<file path="src/hw/chb_pkg.sv">
// ============================================================
// card host bus controller constants
package chb_pkg;

  // pin roles of the card, fixed from reset to reset
  typedef enum logic [1:0] {
    CHB_MEM,
    CHB_IO,
    CHB_IDE
  } chb_mode_t;

  // ============================================================
  // widths
  localparam int unsigned ADDR_W     = 11;
  localparam int unsigned DATA_W     = 16;
  localparam int unsigned IDE_ADDR_W = 3;
  localparam int unsigned CNT_W      = 3;

  // ============================================================
  // task file data register, the only word-wide one
  localparam logic [2:0] IDE_DATA_REG = 3'h0;

  // ============================================================
  // cycle counts at 40 MHz (address setup, strobe low, hold)
  localparam logic [CNT_W-1:0] SETUP_CYC  = 3'h2;
  localparam logic [CNT_W-1:0] STROBE_CYC = 3'h4;
  localparam logic [CNT_W-1:0] HOLD_CYC   = 3'h1;

  // ============================================================
  // reset values of the card pins, and the lane enable codes
  localparam logic [ADDR_W-1:0] ADDR_RST  = 11'h000;
  localparam logic [DATA_W-1:0] DATA_RST  = 16'h0000;
  localparam logic [1:0]        LANE_NONE = 2'h0;
  localparam logic [1:0]        LANE_LOW  = 2'h1;
  localparam logic [1:0]        LANE_BOTH = 2'h3;

endpackage

</file>
<file path="src/hw/chb_host_ctrl.sv">
`timescale 1ns/100ps
`default_nettype none

// Operation
// - host grounds every address line above the low three in task file mode.
// - task file registers are byte wide on low lane; data register is word wide.
// - even byte sits on lines 0 to 7, odd byte on lines 8 to 15; host puts a lone odd byte on lines 0 to 7.
// - card ignores cable select in card modes; host grounds it.
// - host keeps the DMA acknowledge high when not using DMA.
// - diagnostic and drive-active lines form the two-drive handshake.
// - host ties the memory write strobe high in task file mode.
module chb_host_ctrl
  import chb_pkg::*;
(
  input  wire logic                clk,          // 40 MHz clock
  input  wire logic                srst,         // sync reset, high
  input  wire chb_pkg::chb_mode_t  modeSel,      // mode taken during reset
  input  wire logic                reqValid,     // access request
  input  wire logic                reqWrite,     // 1 write, 0 read
  input  wire logic                reqAttr,      // attribute space, memory mode
  input  wire logic                reqWide,      // word access, card modes
  input  wire logic [chb_pkg::ADDR_W-1:0] reqAddr, // byte address
  input  wire logic [chb_pkg::DATA_W-1:0] reqWdata, // write data
  output logic                     busy,         // access in flight
  output logic                     done,         // one-cycle end pulse
  output logic [chb_pkg::DATA_W-1:0] rdata,      // read data
  output chb_pkg::chb_mode_t       modeNow,      // latched mode
  output logic                     battOk,       // both battery lines high
  output logic                     stsAlert,     // status-change level
  output logic                     stsChgPulse,  // status-change onset
  output logic                     audioLevel,   // audio line level
  output logic                     passDiag,     // diagnostic passed
  output logic                     diskActive,   // drive active / slave
  output logic [chb_pkg::ADDR_W-1:0] cardAddr,   // address pins
  input  wire logic [chb_pkg::DATA_W-1:0] cardDataIn, // data pins in
  output logic [chb_pkg::DATA_W-1:0] cardDataOut, // data pins out
  output logic [1:0]               cardDataOe,   // lane enables, bit1 upper
  output logic                     cardCe1N,     // enable 1 / select 0
  output logic                     cardCe2N,     // enable 2 / select 1
  output logic                     cardOeN,      // memory read strobe
  output logic                     cardWeN,      // memory write strobe
  output logic                     cardIordN,    // port read strobe
  output logic                     cardIowrN,    // port write strobe
  output logic                     cardRegN,     // attribute / dma ack
  output logic                     cardCselN,    // cable select
  output logic                     cardReset,    // card reset pin
  input  wire logic                cardBvd1,     // battery1/stschg/pdiag
  input  wire logic                cardBvd2      // battery2/audio/dasp
);
  import chb_pkg::*;

  typedef enum logic [1:0] {S_IDLE, S_SETUP, S_STROBE, S_HOLD} chb_state_t;

  chb_state_t        state_q;
  logic [CNT_W-1:0]  cnt_q;
  logic              write_q;
  logic              wide_q;
  logic              bvd1Prev_q;
  logic              strobeEnd;
  logic              ideWide;

  assign strobeEnd = (state_q == S_STROBE) && (cnt_q == '0);
  assign ideWide   = (reqAddr[IDE_ADDR_W-1:0] == IDE_DATA_REG);

  // ============================================================
  // mode latch, held until the next reset
  always_ff @(posedge clk) begin
    if (srst) begin
      modeNow <= modeSel;
    end
  end

  // ============================================================
  // access sequencer: setup, strobe, hold
  always_ff @(posedge clk) begin
    if (srst) begin
      state_q <= S_IDLE;
      cnt_q   <= '0;
      busy    <= 1'b0;
      done    <= 1'b0;
    end else begin
      done <= 1'b0;
      case (state_q)
        S_IDLE: begin
          if (reqValid) begin
            state_q <= S_SETUP;
            cnt_q   <= SETUP_CYC - 3'h1;
            busy    <= 1'b1;
          end
        end
        S_SETUP: begin
          if (cnt_q == '0) begin
            state_q <= S_STROBE;
            cnt_q   <= STROBE_CYC - 3'h1;
          end else begin
            cnt_q <= cnt_q - 3'h1;
          end
        end
        S_STROBE: begin
          if (cnt_q == '0) begin
            state_q <= S_HOLD;
            cnt_q   <= HOLD_CYC - 3'h1;
          end else begin
            cnt_q <= cnt_q - 3'h1;
          end
        end
        S_HOLD: begin
          if (cnt_q == '0) begin
            state_q <= S_IDLE;
            busy    <= 1'b0;
            done    <= 1'b1;
          end else begin
            cnt_q <= cnt_q - 3'h1;
          end
        end
        default: begin
          state_q <= S_IDLE;
          busy    <= 1'b0;
        end
      endcase
    end
  end

  // ============================================================
  // address, selects and write data, set up when a request is taken
  always_ff @(posedge clk) begin
    if (srst) begin
      cardAddr    <= ADDR_RST;
      cardCe1N    <= 1'b1;
      cardCe2N    <= 1'b1;
      cardRegN    <= 1'b1;
      cardDataOut <= DATA_RST;
      write_q     <= 1'b0;
      wide_q      <= 1'b0;
    end else if (state_q == S_IDLE && reqValid) begin
      write_q  <= reqWrite;
      cardCe1N <= 1'b0;
      if (modeNow == CHB_IDE) begin
        // upper lines grounded; card would ignore them anyway
        cardAddr <= {{(ADDR_W-IDE_ADDR_W){1'b0}}, reqAddr[IDE_ADDR_W-1:0]};
        wide_q   <= ideWide;
        cardCe2N <= 1'b1;
        cardRegN <= 1'b1;
        cardDataOut <= ideWide ? reqWdata : {8'h00, reqWdata[7:0]};
      end else begin
        // word access starts on the even byte, so line 0 is cleared
        cardAddr <= reqWide ? {reqAddr[ADDR_W-1:1], 1'b0} : reqAddr;
        wide_q   <= reqWide;
        cardCe2N <= ~reqWide;
        cardRegN <= (modeNow == CHB_IO) ? 1'b0 : ~reqAttr;
        // a lone byte, even or odd, travels on the low lane for 8-bit hosts
        cardDataOut <= reqWide ? reqWdata : {8'h00, reqWdata[7:0]};
      end
    end else if (state_q == S_HOLD && cnt_q == '0) begin
      cardCe1N <= 1'b1;
      cardCe2N <= 1'b1;
      if (modeNow != CHB_IDE) begin
        cardRegN <= 1'b1;
      end
    end
  end

  // ============================================================
  // strobes and lane drive; read data caught at strobe release
  always_ff @(posedge clk) begin
    if (srst) begin
      cardOeN    <= 1'b1;
      cardWeN    <= 1'b1;
      cardIordN  <= 1'b1;
      cardIowrN  <= 1'b1;
      cardDataOe <= LANE_NONE;
      rdata      <= DATA_RST;
    end else if (state_q == S_SETUP && cnt_q == '0) begin
      // the memory write strobe stays high outside memory mode
      cardOeN   <= !(modeNow == CHB_MEM && !write_q);
      cardWeN   <= !(modeNow == CHB_MEM && write_q);
      cardIordN <= !(modeNow != CHB_MEM && !write_q);
      cardIowrN <= !(modeNow != CHB_MEM && write_q);
      if (write_q) begin
        cardDataOe <= wide_q ? LANE_BOTH : LANE_LOW;
      end
    end else if (strobeEnd) begin
      cardOeN   <= 1'b1;
      cardWeN   <= 1'b1;
      cardIordN <= 1'b1;
      cardIowrN <= 1'b1;
      if (!write_q) begin
        rdata <= wide_q ? cardDataIn : {8'h00, cardDataIn[7:0]};
      end
    end else if (state_q == S_HOLD && cnt_q == '0) begin
      cardDataOe <= LANE_NONE;
    end
  end

  // ============================================================
  // fixed pins: cable select grounded, card reset by mode polarity
  always_ff @(posedge clk) begin
    cardCselN <= 1'b0;
    if (srst) begin
      cardReset <= (modeSel != CHB_IDE);
    end else begin
      cardReset <= (modeNow == CHB_IDE);
    end
  end

  // ============================================================
  // status lines, read as their role in the latched mode
  always_ff @(posedge clk) begin
    if (srst) begin
      battOk      <= 1'b0;
      stsAlert    <= 1'b0;
      stsChgPulse <= 1'b0;
      audioLevel  <= 1'b0;
      passDiag    <= 1'b0;
      diskActive  <= 1'b0;
      bvd1Prev_q  <= 1'b1;
    end else begin
      bvd1Prev_q  <= cardBvd1;
      battOk      <= (modeNow == CHB_MEM) && cardBvd1 && cardBvd2;
      stsAlert    <= (modeNow == CHB_IO) && !cardBvd1;
      stsChgPulse <= (modeNow == CHB_IO) && !cardBvd1 && bvd1Prev_q;
      audioLevel  <= (modeNow == CHB_IO) && cardBvd2;
      passDiag    <= (modeNow == CHB_IDE) && !cardBvd1;
      diskActive  <= (modeNow == CHB_IDE) && !cardBvd2;
    end
  end
endmodule

`default_nettype wire

</file>
<file path="config.mk">
export PLATFORM = sky130hd
export DESIGN_NAME = chb_host_ctrl
export DESIGN_NICKNAME = d
export VERILOG_FILES = /design/src/hw/chb_pkg.sv /design/src/hw/chb_host_ctrl.sv
export SDC_FILE = /design/constraint.sdc
export NUM_CORES = 1
export LEC_CHECK = 0
export ABC_CLOCK_PERIOD_IN_PS = 5020
export BUFFER_PORTS_ARGS = -buffer_cell sky130_fd_sc_hd__buf_4
export CAP_MARGIN = 20
export CORE_MARGIN = 1
export CORE_UTILIZATION = 50
export CTS_CLUSTER_DIAMETER = 80
export DETAILED_ROUTE_END_ITERATION = 16
export PLACE_DENSITY = 0.83
export SLEW_MARGIN = 20
export SYNTH_ARGS = -nofsm -noshare
export SYNTH_HDL_FRONTEND = slang
export SYNTH_SLANG_ARGS = --single-unit
</file>
<file path="constraint.sdc">
create_clock -name clk -period 5.02 [get_ports clk]
set_clock_uncertainty 0.05 [all_clocks]
set_input_delay 0 -clock clk [delete_from_list [all_inputs] [get_ports clk]]
set_output_delay 0 -clock clk [all_outputs]
set_load 0.1 [all_outputs]
</file>
# Word level (Yosys, flattened, before mapping)
# Index checks and enable logic that the tools add are counted.
# Widths: inputs -> output; s select.
# classes
n_bitwise	5
n_reduce_logical	39
eq_ne	14
mux	41
add_sub_neg	1
# op_table
op	count
$mux 16	4
$mux 1	20
$mux 2	9
$logic_and 1x1->1	15
$ne 2x2->1 const B	7
$mux 3	4
$pmux 3 s4	1
$reduce_bool 2->1	6
$mux 11	1
$reduce_and 3->1	3
$pmux 2 s4	1
$logic_not 1->1	7
$eq 2x2->1 const B	3
$logic_not 3->1	2
$not 1->1	5
$eq 2x1->1 const B	2
$logic_not 2->1	2
$ne 2x1->1 const B	2
$reduce_and 2->1	2
$reduce_and 4->1	1
$sub 3x1->3 const B	1
$pmux 1 s2	1
$reduce_or 2->1	1
# word_totals
inputBits	53
elab_cells	126
register_bits	71
output_inout_bits	64

# Depth between registers and ports, before layout
# Gate-level depths: netlist of run 1.
# depth
word_depth	5
depth_mapped	9
mapped_depth_nobuf	6

# Worst setup path before layout of run 1
# No wires, ideal clock.
# synth_timing
kind	register to register
startpoint	register modeNow[0]
endpoint	register cardDataOut[10] (netlist name)
setup_ps	119
stages_incl_launch_ff	5
required_ps	4851
n_path_buf	0
slack_ps	2874
arrival_time_ps	1977
cell_sequence	edfxtp_1 > nand2b_2 > mux2i_1 > nor3_4 > a22o_1
# synth_via
elab_chain_len	2
# synth_lines
item	line	source
start, declared	chb_host_ctrl.sv:27	output chb_pkg::chb_mode_t modeNow,
start signal, assigned	chb_host_ctrl.sv:69	modeNow <= modeSel;
$eq 2x2->1	chb_host_ctrl.sv:138	if (modeNow == CHB_IDE) begin
$mux 16	chb_host_ctrl.sv:138	
end signal, assigned	chb_host_ctrl.sv:144	cardDataOut <= ideWide ? reqWdata : {8'h00, reqWdata[7:0]};
end signal, assigned	chb_host_ctrl.sv:152	cardDataOut <= reqWide ? reqWdata : {8'h00, reqWdata[7:0]};
end, declared	chb_host_ctrl.sv:36	output logic [chb_pkg::DATA_W-1:0] cardDataOut,
# No other way between the ends.
# A chain may end at the register's enable or synchronous reset.

# Final worst setup path of run 1
# layout_timing
startpoint	register state_q[0]
endpoint	register cardAddr[0] (netlist name)
# layout_via
elab_chain_len	2
# layout_lines
item	line	source
start, declared	chb_host_ctrl.sv:54	chb_state_t state_q;
start signal, assigned	chb_host_ctrl.sv:77	state_q <= S_IDLE;
start signal, assigned	chb_host_ctrl.sv:86	state_q <= S_SETUP;
start signal, assigned	chb_host_ctrl.sv:93	state_q <= S_STROBE;
$logic_not 2->1	chb_host_ctrl.sv:135	end else if (state_q == S_IDLE && reqValid) begin
$logic_and 1x1->1	chb_host_ctrl.sv:135	
end signal, assigned	chb_host_ctrl.sv:140	cardAddr <= {{(ADDR_W-IDE_ADDR_W){1'b0}}, reqAddr[IDE_ADDR_W-1:0]};
end signal, assigned	chb_host_ctrl.sv:147	cardAddr <= reqWide ? {reqAddr[ADDR_W-1:1], 1'b0} : reqAddr;
end, declared	chb_host_ctrl.sv:34	output logic [chb_pkg::ADDR_W-1:0] cardAddr,
# No other way between the ends.

==> impl_metrics.py, run 1 <==
metrics = {
    "run_status": {
        "status": "finished clean",
    },
    "logic_synthesis": {
        "ys_seq_elements": 71,
        "yosysWarnings": 0,
        "synth_cells": 297,
        "synthFlopType": "dfxtp_1",
        "async_reset_ff_frac": 0,
        "synth.distinct_cells": 50,
        "synth.avg_cell_area_um2": 9.14,
        "syn_area_um2": 2710,
        "syn_nets": 357,
        "synth_enable_flop_cells": 2,
        "yosysSeqAreaShare": 0.531,
    },
    "worst_setup_path": {
        "cpMostUsedCell": "and2_1",
        "start_kind": "flop",
        "path_buf_inv": 2,
        "critPathMaxStageDelay_ns": 0.62,
        "path_cells": "inv_1, ha_1, and2_1, and2_1, a221oi_1, dlygate4sd3_1",
        "cp-end-kind": "flop",
        "path_max_fanout": 18,
        "critPathKind": "reg2reg",
        "crit_slowest_cell": "dlygate4sd3_1",
        "cp.required_ns": 5.20,
        "cp_top_family": "simple AND/OR/NAND/NOR gates",
        "arrival_ns": 2.73,
    },
    "detailed_routing": {
        "drtPass1Iterations": 5,
        "routed_wl_mm": 8.32,
        "detail_route.vias_per_cell": 5.30,
        "vias": 2804,
        "ant_nets": 0,
        "wl_per_cell_um": 15.7,
        "first_iter_violations": 195,
        "drcViolationCount": 0,
    },
    "global_route": {
        "overflow": 0,
        "grt_pass1_vias": 2664,
        "grt_first_pass_wirelength_mm": 12.3,
        "antenna_found_initial": 0,
        "grt_util_all_layers": 0.294,
        "grt_max_degree": 65,
    },
    "sta": {
        "hold_viol": 0,
        "finalSetupViolCount": 0,
        "clock.fmax_mhz": 392,
        "rsz0062_at_grt": "false",
        "fin_crit_ns": 2.55,
        "fin_tns_setup_ns": 0,
        "period_share": 0.508,
        "relSlewSlack": 0.389,
        "worstMarginPinSlew_ns": 0.914,
        "maxSlewViolCount": 0,
    },
    "clock_tree": {
        "cts_setup_buffers": 0,
        "tritoncts": "built",
        "clk_pin_slew_ns": 0.08,
        "cts_made_buffers": 9,
        "cts.sinks": 71,
        "h-tree-depth": 3,
        "clock_latency_ns": 0.34,
        "clock_path_buffers": 2,
        "cts_root_buf": "clkbuf_8",
    },
    "power": {
        "swShare": 0.451,
        "powerDensity_nw_per_um2": 498,
        "ir_drop_uv": 309,
        "internal-power_w": 0.00117,
        "switchingPower_w": 0.000961,
        "p_comb_frac": 0.444,
        "pwr-share-seq": 0.326,
        "clkPwrFrac": 0.231,
        "power_w": 0.00213,
        "p_leak_nw": 1.87,
    },
    "flow_run": {
        "max_cap_violations": 0,
    },
    "placed_design": {
        "portBuffers": 115,
        "placed_cell_area_um2": 3560,
        "globalplace.congestion": 0.808,
        "detailed_place_hpwl_mm": 4.56,
    },
    "worst_hold_path": {
        "holdCritPathClass": "in2reg",
    },
    "floorplanning": {
        "die_height_um": 75.7,
        "die_w_um": 75.7,
        "row_count": 26,
        "die_area_um2": 5730,
        "start_util": 0.525,
        "io_pins": 117,
        "coreArea_um2": 5170,
    },
    "final_layout": {
        "num_antenna_cells": 0,
        "drive_gt1_frac": 0.298,
        "syn2layout_area_growth_pct": 57.6,
        "final_cell_area_um2": 4280,
        "nFillCells": 287,
        "final-seq-area_um2": 1440,
        "multi_input_area_um2": 1150,
        "nNetsFinal": 514,
    },
}
## layout by cell type (no fill, tap or decap), types with 3 or more instances in the layout
master	count
nand2b_1	6
a21oi_1	35
a22o_1	8
nor3_1	3
a22oi_1	8
inv_1	6
nor2_1	23
dlygate4sd3_1	50
or2_1	3
dfxtp_1	69
and2_1	3
buf_4	115
ha_1	7
clkbuf_8	9
nand2_1	56
nand3_1	10
## registers in the layout, summed over array words and instances, names as in the netlist, 2 cells and up
register,count
state_q,2
modeNow,2
cardAddr,11
cardDataOut,16
rdata,16
cnt_q,3
cardDataOe,2
## synth_stat cells (3+ instances only)
cell type	instances	area, µm²
a22oi_1	8	60.1
nand2_1	56	210
nand3_1	10	50.1
a22o_1	8	70.1
buf_2	4	20.0
nor3_1	3	15.0
buf_1	3	11.3
nand2b_1	6	37.5
a21oi_1	35	175
buf_4	3	22.5
or2_1	3	18.8
ha_1	7	87.6
dfxtp_1	69	1380
clkbuf_1	7	26.3
inv_1	6	22.5
nor2_1	23	86.3
and2_1	3	18.8
## path summary, 6_finish.rpt
kind | slack (ns) | cells past startpoint | start | end
worst max-delay path | 2.47 | 6 | state_q[0]$_SDFFE_PP0P_ | cardAddr[0]$_SDFFE_PP0P_
worst min-delay path | 0.06 | 4 | reqAttr | cardRegN$_SDFFE_PP1P_
worst max register to register | 2.47 | 6 | state_q[0]$_SDFFE_PP0P_ | cardAddr[0]$_SDFFE_PP0P_
worst min register to register | 0.39 | 1 | bvd1Prev_q$_SDFF_PP1_ | stsChgPulse$_SDFF_PP0_
## worst reg2reg max path: stages, from the launching register on
cell and delay (ns):
dfxtp_1 0.34, inv_1 0.11, ha_1 0.18, and2_1 0.52
and2_1 0.46, a221oi_1 0.16, dlygate4sd3_1 0.62
## per-stage QoR
| stage | setup slack (ns) | std cells | util | hold slack, ns |
|---|---|---|---|---|
| final | 2.47 | 529 | 0.827 | 0.0585 |
| after global routing | 2.28 | 529 | 0.827 | 0.0958 |
| after CTS | 2.55 | 529 | 0.827 | 0.0474 |
| after detailed placement | 2.97 | 463 | 0.689 | 0.132 |
| after global placement | 3.05 | 463 | 0.689 | 0.129 |
| after floorplan | 2.87 | 297 | - | 0.0268 |
## power groups by stage
stage                     Sequential (W)  Combinational [W]  Clock, W
after floorplan                  0.00108           0.000336         0
after global placement          0.000700           0.000877         0
after detailed placement        0.000702           0.000895         0
after CTS                       0.000691           0.000930  0.000494
after global routing            0.000703           0.000999  0.000525
final                           0.000695           0.000945  0.000491
## final cells by class
| type | instances | share of cell area |
|---|---|---|
| clock buffers | 10 | 0.0298 |
| clock inverters | 6 | 0.0202 |
| inverters | 6 | 0.00527 |
| multi-input cells | 201 | 0.268 |
| flip-flops and latches | 71 | 0.337 |
| well taps | 70 | 0.0205 |
| repair buffers | 165 | 0.319 |
## cells by family (layout without fill, tap and decap cells)
kind of cell             Yosys count  count (layout)  synth area share
other                              1               1           0.00138
multiplexers                       2               2           0.00738
buffers and inverters             25             187            0.0461
flip-flops                        71              71             0.531
adder cells (fa/ha/maj)            7               7            0.0323
AO/OA/AOI/OAI                     71              71             0.170
AND/OR/NAND/NOR                  120             120             0.212
## timing repair
item / in CTS / in global routing
setup endpoints to repair: 0 / 0
hold buffers: 50 / 0
hold endpoints to repair: 55 / 0
gates resized for setup: 0 / 0
## metal layers
metal  track usage  vias to the layer above  part of all wire
met1         0.334                     1318              0.40
li1              -                     1336                 -
met5             0                        -                 0
met4         0.134                        0             0.021
met3        0.0820                       15             0.072
met2         0.515                      135              0.50
Power figures use the tool's default switching activity.
==> run 2, diff against run 1 <==
--- a/config.mk
+++ b/config.mk
@@ -5,14 +5,14 @@
 export SDC_FILE = /design/constraint.sdc
 export NUM_CORES = 1
 export LEC_CHECK = 0
-export ABC_CLOCK_PERIOD_IN_PS = 5020
+export ABC_CLOCK_PERIOD_IN_PS = 2120
 export BUFFER_PORTS_ARGS = -buffer_cell sky130_fd_sc_hd__buf_4
 export CAP_MARGIN = 20
 export CORE_MARGIN = 1
-export CORE_UTILIZATION = 50
+export CORE_UTILIZATION = 42
 export CTS_CLUSTER_DIAMETER = 80
 export DETAILED_ROUTE_END_ITERATION = 16
-export PLACE_DENSITY = 0.83
+export PLACE_DENSITY = 0.75
 export SLEW_MARGIN = 20
 export SYNTH_ARGS = -nofsm -noshare
 export SYNTH_HDL_FRONTEND = slang
==> constraint.sdc (replaced) <==
create_clock -name clk -period 2.12 [get_ports clk]
set_clock_uncertainty 0.05 [all_clocks]
set_input_delay 0 -clock clk [delete_from_list [all_inputs] [get_ports clk]]
set_output_delay 0 -clock clk [all_outputs]
set_load 0.1 [all_outputs]
==> impl_metrics.py, run 2 (synthesis results as in run 1) <==
metrics = {
    "sta": {
        "period_share": 0.864,
        "rsz0062_at_grt": "false",
        "finalSetupViolCount": 0,
        "worstMarginPinSlew_ns": 0.657,
        "clock.fmax_mhz": 546,
        "relSlewSlack": 0.562,
        "holdWs_ns": 0.0562,
        "maxSlewViolCount": 0,
        "fin_crit_ns": 1.83,
        "fin_tns_setup_ns": 0,
        "hold_viol": 0,
    },
    "final_layout": {
        "nFillCells": 435,
        "final_cell_area_um2": 4330,
        "stdcell_count": 538,
        "syn2layout_area_growth_pct": 59.4,
        "postLayoutCoreUtil": 0.714,
        "num_antenna_cells": 0,
        "final_common_cell": "buf_4",
        "reg.largest.list": "cardDataOut (16), rdata (16), cardAddr (11)",
        "nNetsFinal": 518,
        "multi_input_area_um2": 1160,
        "final-seq-area_um2": 1440,
        "drive_gt1_frac": 0.309,
        "final_cell_mix": "buf_4, dfxtp_1, nand2_1",
    },
    "floorplanning": {
        "die_area_um2": 6790,
        "coreArea_um2": 6060,
        "row_count": 28,
        "die_w_um": 82.4,
        "start_util": 0.448,
        "die_height_um": 82.4,
        "io_pins": 117,
    },
    "clock_tree": {
        "clock_path_buffers": 2,
        "cts_root_buf": "clkbuf_8",
        "clock_latency_ns": 0.34,
        "clk_pin_slew_ns": 0.07,
        "tritoncts": "built",
        "h-tree-depth": 3,
        "cts_resized": 0,
        "cts.sinks": 71,
        "cts_made_buffers": 9,
    },
    "worst_setup_path": {
        "cp_top_family": "compound AO/OA/AOI/OAI gates",
        "arrival_ns": 2.03,
        "cp-end-kind": "flop",
        "crit_slowest_cell": "dfxtp_1",
        "path_buf_inv": 1,
        "critPathKind": "reg2reg",
        "path_cells": "inv_1, ha_1, or3_1, a21oi_2, nor2_1, a211oi_1",
        "start_kind": "flop",
        "path_max_fanout": 7,
        "cp.required_ns": 2.31,
        "critPathMaxStageDelay_ns": 0.40,
    },
    "global_route": {
        "busiest_layer": "met2",
        "use_met1": 0.267,
        "grt_first_pass_wirelength_mm": 11.7,
        "grt_max_degree": 65,
        "grt_util_all_layers": 0.230,
        "grt_use_met2": 0.393,
        "antenna_found_initial": 0,
        "overflow": 0,
        "use_met3": 0.0505,
        "grt_pass1_vias": 2557,
    },
    "placed_design": {
        "place_inst": 472,
        "detailed_place_hpwl_mm": 4.66,
        "portBuffers": 115,
        "globalplace.congestion": 0.813,
        "placed_cell_area_um2": 3610,
    },
    "detailed_routing": {
        "wl_per_cell_um": 14.0,
        "detail_route.vias_per_cell": 4.98,
        "ant_nets": 0,
        "vias": 2681,
        "drtPass1Iterations": 4,
        "routed_wl_mm": 7.54,
        "drcViolationCount": 0,
        "first_iter_violations": 95,
    },
    "worst_hold_path": {
        "holdCritPathClass": "in2reg",
    },
    "power": {
        "p_leak_nw": 1.89,
        "powerDensity_nw_per_um2": 1170,
        "ir_drop_uv": 793,
    },
    "flow_run": {
        "max_cap_violations": 0,
    },
    "run_status": {
        "status": "finished clean",
    },
}
[run 2: power breakdown]
part           switching (W)  leakage (nW)  internal (W)
clock network       0.000516         0.110      0.000666
registers           0.000123         0.582       0.00151
logic                0.00162          1.20      0.000626
total                0.00226          1.89       0.00281
[run 2: area by class of cell]
cell class,count,share of cell area
multi-input cells,201,0.267
inverters,6,0.00521
flip-flops and latches,71,0.333
well taps,75,0.0217
clock buffers,9,0.0286
clock inverters,7,0.0220
repair buffers,169,0.322
[run 2: stage by stage]
step                      worst slack [ns]  power (W)
final                                0.288    0.00507
after global routing                 0.109    0.00533
after CTS                            0.273    0.00509
after detailed placement             0.334    0.00383
after global placement               0.391    0.00379
after floorplan                    0.00655    0.00336
[run 2: metal layers]
| layer | wire, µm | vias to the layer above |
|---|---|---|
| met5 | 0 | - |
| met4 | 179 | 0 |
| met3 | 526 | 17 |
| met2 | 3650 | 103 |
| met1 | 3190 | 1218 |
| li1 | - | 1343 |
[run 2: worst reg2reg max path, stage by stage (launching register included)]
cell      delay (ns)
dfxtp_1         0.40
inv_1           0.10
ha_1            0.28
or3_1           0.39
a21oi_2         0.22
nor2_1          0.06
a211oi_1        0.24
[run 2: path summary, 6_finish.rpt]
kind | slack [ns] | end | cells after the start | startpoint
worst max-delay path | 0.29 | state_q[0]$_SDFFE_PP0P_ | 6 | state_q[0]$_SDFFE_PP0P_
worst min-delay path | 0.06 | cnt_q[2]$_SDFFE_PP0P_ | 5 | reqValid
worst max register to register | 0.29 | state_q[0]$_SDFFE_PP0P_ | 6 | state_q[0]$_SDFFE_PP0P_
worst min register to register | 0.38 | stsChgPulse$_SDFF_PP0_ | 1 | bvd1Prev_q$_SDFF_PP1_
[run 2: what timing repair did]
action                    CTS  global route
hold endpoints to repair   55             0
setup buffers               0             0
hold buffers               50             0
==> run 3, diff against run 2 <==
--- a/config.mk
+++ b/config.mk
@@ -5,14 +5,15 @@
 export SDC_FILE = /design/constraint.sdc
 export NUM_CORES = 1
 export LEC_CHECK = 0
+export ABC_AREA = 1
 export ABC_CLOCK_PERIOD_IN_PS = 2120
 export BUFFER_PORTS_ARGS = -buffer_cell sky130_fd_sc_hd__buf_4
 export CAP_MARGIN = 20
 export CORE_MARGIN = 1
-export CORE_UTILIZATION = 42
+export CORE_UTILIZATION = 43
 export CTS_CLUSTER_DIAMETER = 80
 export DETAILED_ROUTE_END_ITERATION = 16
-export PLACE_DENSITY = 0.75
+export PLACE_DENSITY = 0.76
 export SLEW_MARGIN = 20
 export SYNTH_ARGS = -nofsm -noshare
 export SYNTH_HDL_FRONTEND = slang
==> impl_metrics.py, run 3 <==
metrics = {
    "run_status": {
        "status": "finished clean",
    },
    "detailed_routing": {
        "routed_wl_mm": 7.95,
        "drtPass1Iterations": 4,
        "wl_per_cell_um": 13.1,
        "ant_nets": 0,
        "detail_route.vias_per_cell": 4.85,
        "drcViolationCount": 0,
        "first_iter_violations": 177,
        "vias": 2947,
    },
    "global_route": {
        "grt_util_all_layers": 0.253,
        "overflow": 0,
        "antenna_found_initial": 0,
        "grt_first_pass_wirelength_mm": 12.7,
        "grt_pass1_vias": 2883,
        "grt_max_degree": 35,
    },
    "floorplanning": {
        "die_w_um": 82.4,
        "die_height_um": 82.4,
        "start_util": 0.456,
        "coreArea_um2": 6100,
        "io_pins": 117,
        "row_count": 28,
        "die_area_um2": 6790,
    },
    "clock_tree": {
        "clock_latency_ns": 0.34,
        "tritoncts": "built",
        "cts_setup_buffers": 0,
        "h-tree-depth": 3,
        "clk_pin_slew_ns": 0.07,
        "cts_root_buf": "clkbuf_8",
        "cts_resized": 0,
        "cts_made_buffers": 9,
        "clock_path_buffers": 2,
        "cts.sinks": 71,
    },
    "power": {
        "powerDensity_nw_per_um2": 1330,
        "power_w": 0.00586,
        "ir_drop_uv": 939,
        "p_leak_nw": 2.06,
    },
    "worst_setup_path": {
        "crit_path_end": "rdata[15]$_SDFFE_PP0P_",
        "critPathKind": "reg2reg",
        "cp-end-kind": "flop",
        "reg2reg_from": "state_q[1]$_SDFFE_PP0P_",
        "cp.required_ns": 2.30,
        "critPathLaunch": "state_q[1]$_SDFFE_PP0P_",
        "path_max_fanout": 24,
        "start_kind": "flop",
        "r2r_cells": 8,
        "arrival_ns": 1.97,
        "r2r_end": "rdata[15]$_SDFFE_PP0P_",
        "r2r_slack_ns": 0.33,
    },
    "final_layout": {
        "nNetsFinal": 589,
        "nFillCells": 467,
        "stdcell_count": 608,
        "reg.largest.list": "cardDataOut (16), rdata (16), cardAddr (11)",
        "final_cell_mix": "buf_4, nand2_1, nor2_1, dfxtp_1, dlygate4sd3_1",
        "drive_gt1_frac": 0.255,
        "final-seq-area_um2": 1440,
        "multi_input_area_um2": 1150,
        "final_cell_area_um2": 4390,
        "num_antenna_cells": 0,
        "final_common_cell": "buf_4",
        "syn2layout_area_growth_pct": 57.8,
    },
    "logic_synthesis": {
        "yosysWarnings": 0,
        "yosys-top-cells-count": "nand2_1, dfxtp_1, nor2_1",
        "synthFlopType": "dfxtp_1",
        "synth_enable_flop_cells": 2,
        "synthDominantAreaCellType": "dfxtp_1",
        "yosysMostFrequentCell": "nand2_1",
        "ys_seq_elements": 71,
        "yosysSeqAreaShare": 0.518,
        "async_reset_ff_frac": 0,
        "syn_area_um2": 2780,
        "synth_top_area_share": 0.497,
        "synth.distinct_cells": 26,
        "synth_cells": 363,
        "ys_top_cells_by_area": "dfxtp_1, nand2_1, nor2_1",
        "syn_nets": 423,
        "synth.avg_cell_area_um2": 7.66,
    },
    "sta": {
        "finalSetupViolCount": 0,
        "rsz0062_at_grt": "false",
        "fin_tns_setup_ns": 0,
        "holdWs_ns": 0.313,
        "fin_crit_ns": 1.79,
        "period_share": 0.844,
        "hold_viol": 0,
        "clock.fmax_mhz": 559,
        "maxSlewViolCount": 0,
    },
    "placed_design": {
        "place_inst": 541,
        "detailed_place_hpwl_mm": 4.98,
        "globalplace.congestion": 0.862,
        "placed_cell_area_um2": 3690,
        "portBuffers": 115,
    },
    "flow_run": {
        "max_cap_violations": 0,
    },
    "worst_hold_path": {
        "holdCritPathClass": "in2reg",
    },
}
[run 3: repair_timing]
action / in CTS / in global routing
endpoints found under the hold margin: 59 / 0
hold buffers: 52 / 0
setup endpoints to repair: 0 / 0
[run 3: kinds of logic after synthesis]
| group | Yosys count | synth area share |
|---|---|---|
| AOI/OAI and AO/OA | 61 | 0.115 |
| adders and majority gates | 7 | 0.0315 |
| buffers and inverters | 44 | 0.0688 |
| DFF | 71 | 0.518 |
| other | 1 | 0.00135 |
| and+or+nand+nor | 179 | 0.265 |
[run 3: layout make-up]
cell class                 count  share of cell area
inverter                      27              0.0231
clock inverter                 1             0.00684
multi-input combinational    248               0.262
tap                           75              0.0214
timing repair buffer         172               0.324
sequential                    71               0.328
clock buffer                  14              0.0348
[run 3: critical path, cell delays in order (launching register included)]
cell	delay (ns)
dfxtp_1	0.39
inv_1	0.10
ha_1	0.21
inv_1	0.17
nand4_4	0.19
inv_2	0.34
nand2_1	0.10
nand2_1	0.08
nor2_1	0.04
[run 3: metal layers]
metal	GRT usage	up-vias	wire length, µm
met5	0	-	0
met4	0.109	0	126
met3	0.0802	12	546
met2	0.431	99	3770
met1	0.291	1349	3510
li1	-	1487	-
[run 3: stage by stage]
| step | utilization | worst slack, ns |
|---|---|---|
| after floorplan | - | 0.277 |
| after global placement | 0.605 | 0.465 |
| after detailed placement | 0.605 | 0.375 |
| after CTS | 0.720 | 0.347 |
| after global routing | 0.720 | 0.158 |
| final | 0.720 | 0.331 |
[run 3: power by group]
| group | switching, W | internal (W) |
|---|---|---|
| Clock | 0.000459 | 0.000572 |
| Combinational | 0.00233 | 0.000743 |
| Sequential | 0.000159 | 0.00160 |
[run 3: worst min-delay path by stage]
stage	cells after the start	start	endpoint
after floorplan	1	cardBvd2	diskActive$_SDFF_PP0_
after global placement	2	cardBvd2	diskActive$_SDFF_PP0_
after detailed placement	2	cardBvd2	diskActive$_SDFF_PP0_
after CTS	3	cardBvd2	diskActive$_SDFF_PP0_
after global routing	2	modeSel[1]	modeNow[1]$_DFFE_PP_
final	3	cardBvd2	diskActive$_SDFF_PP0_
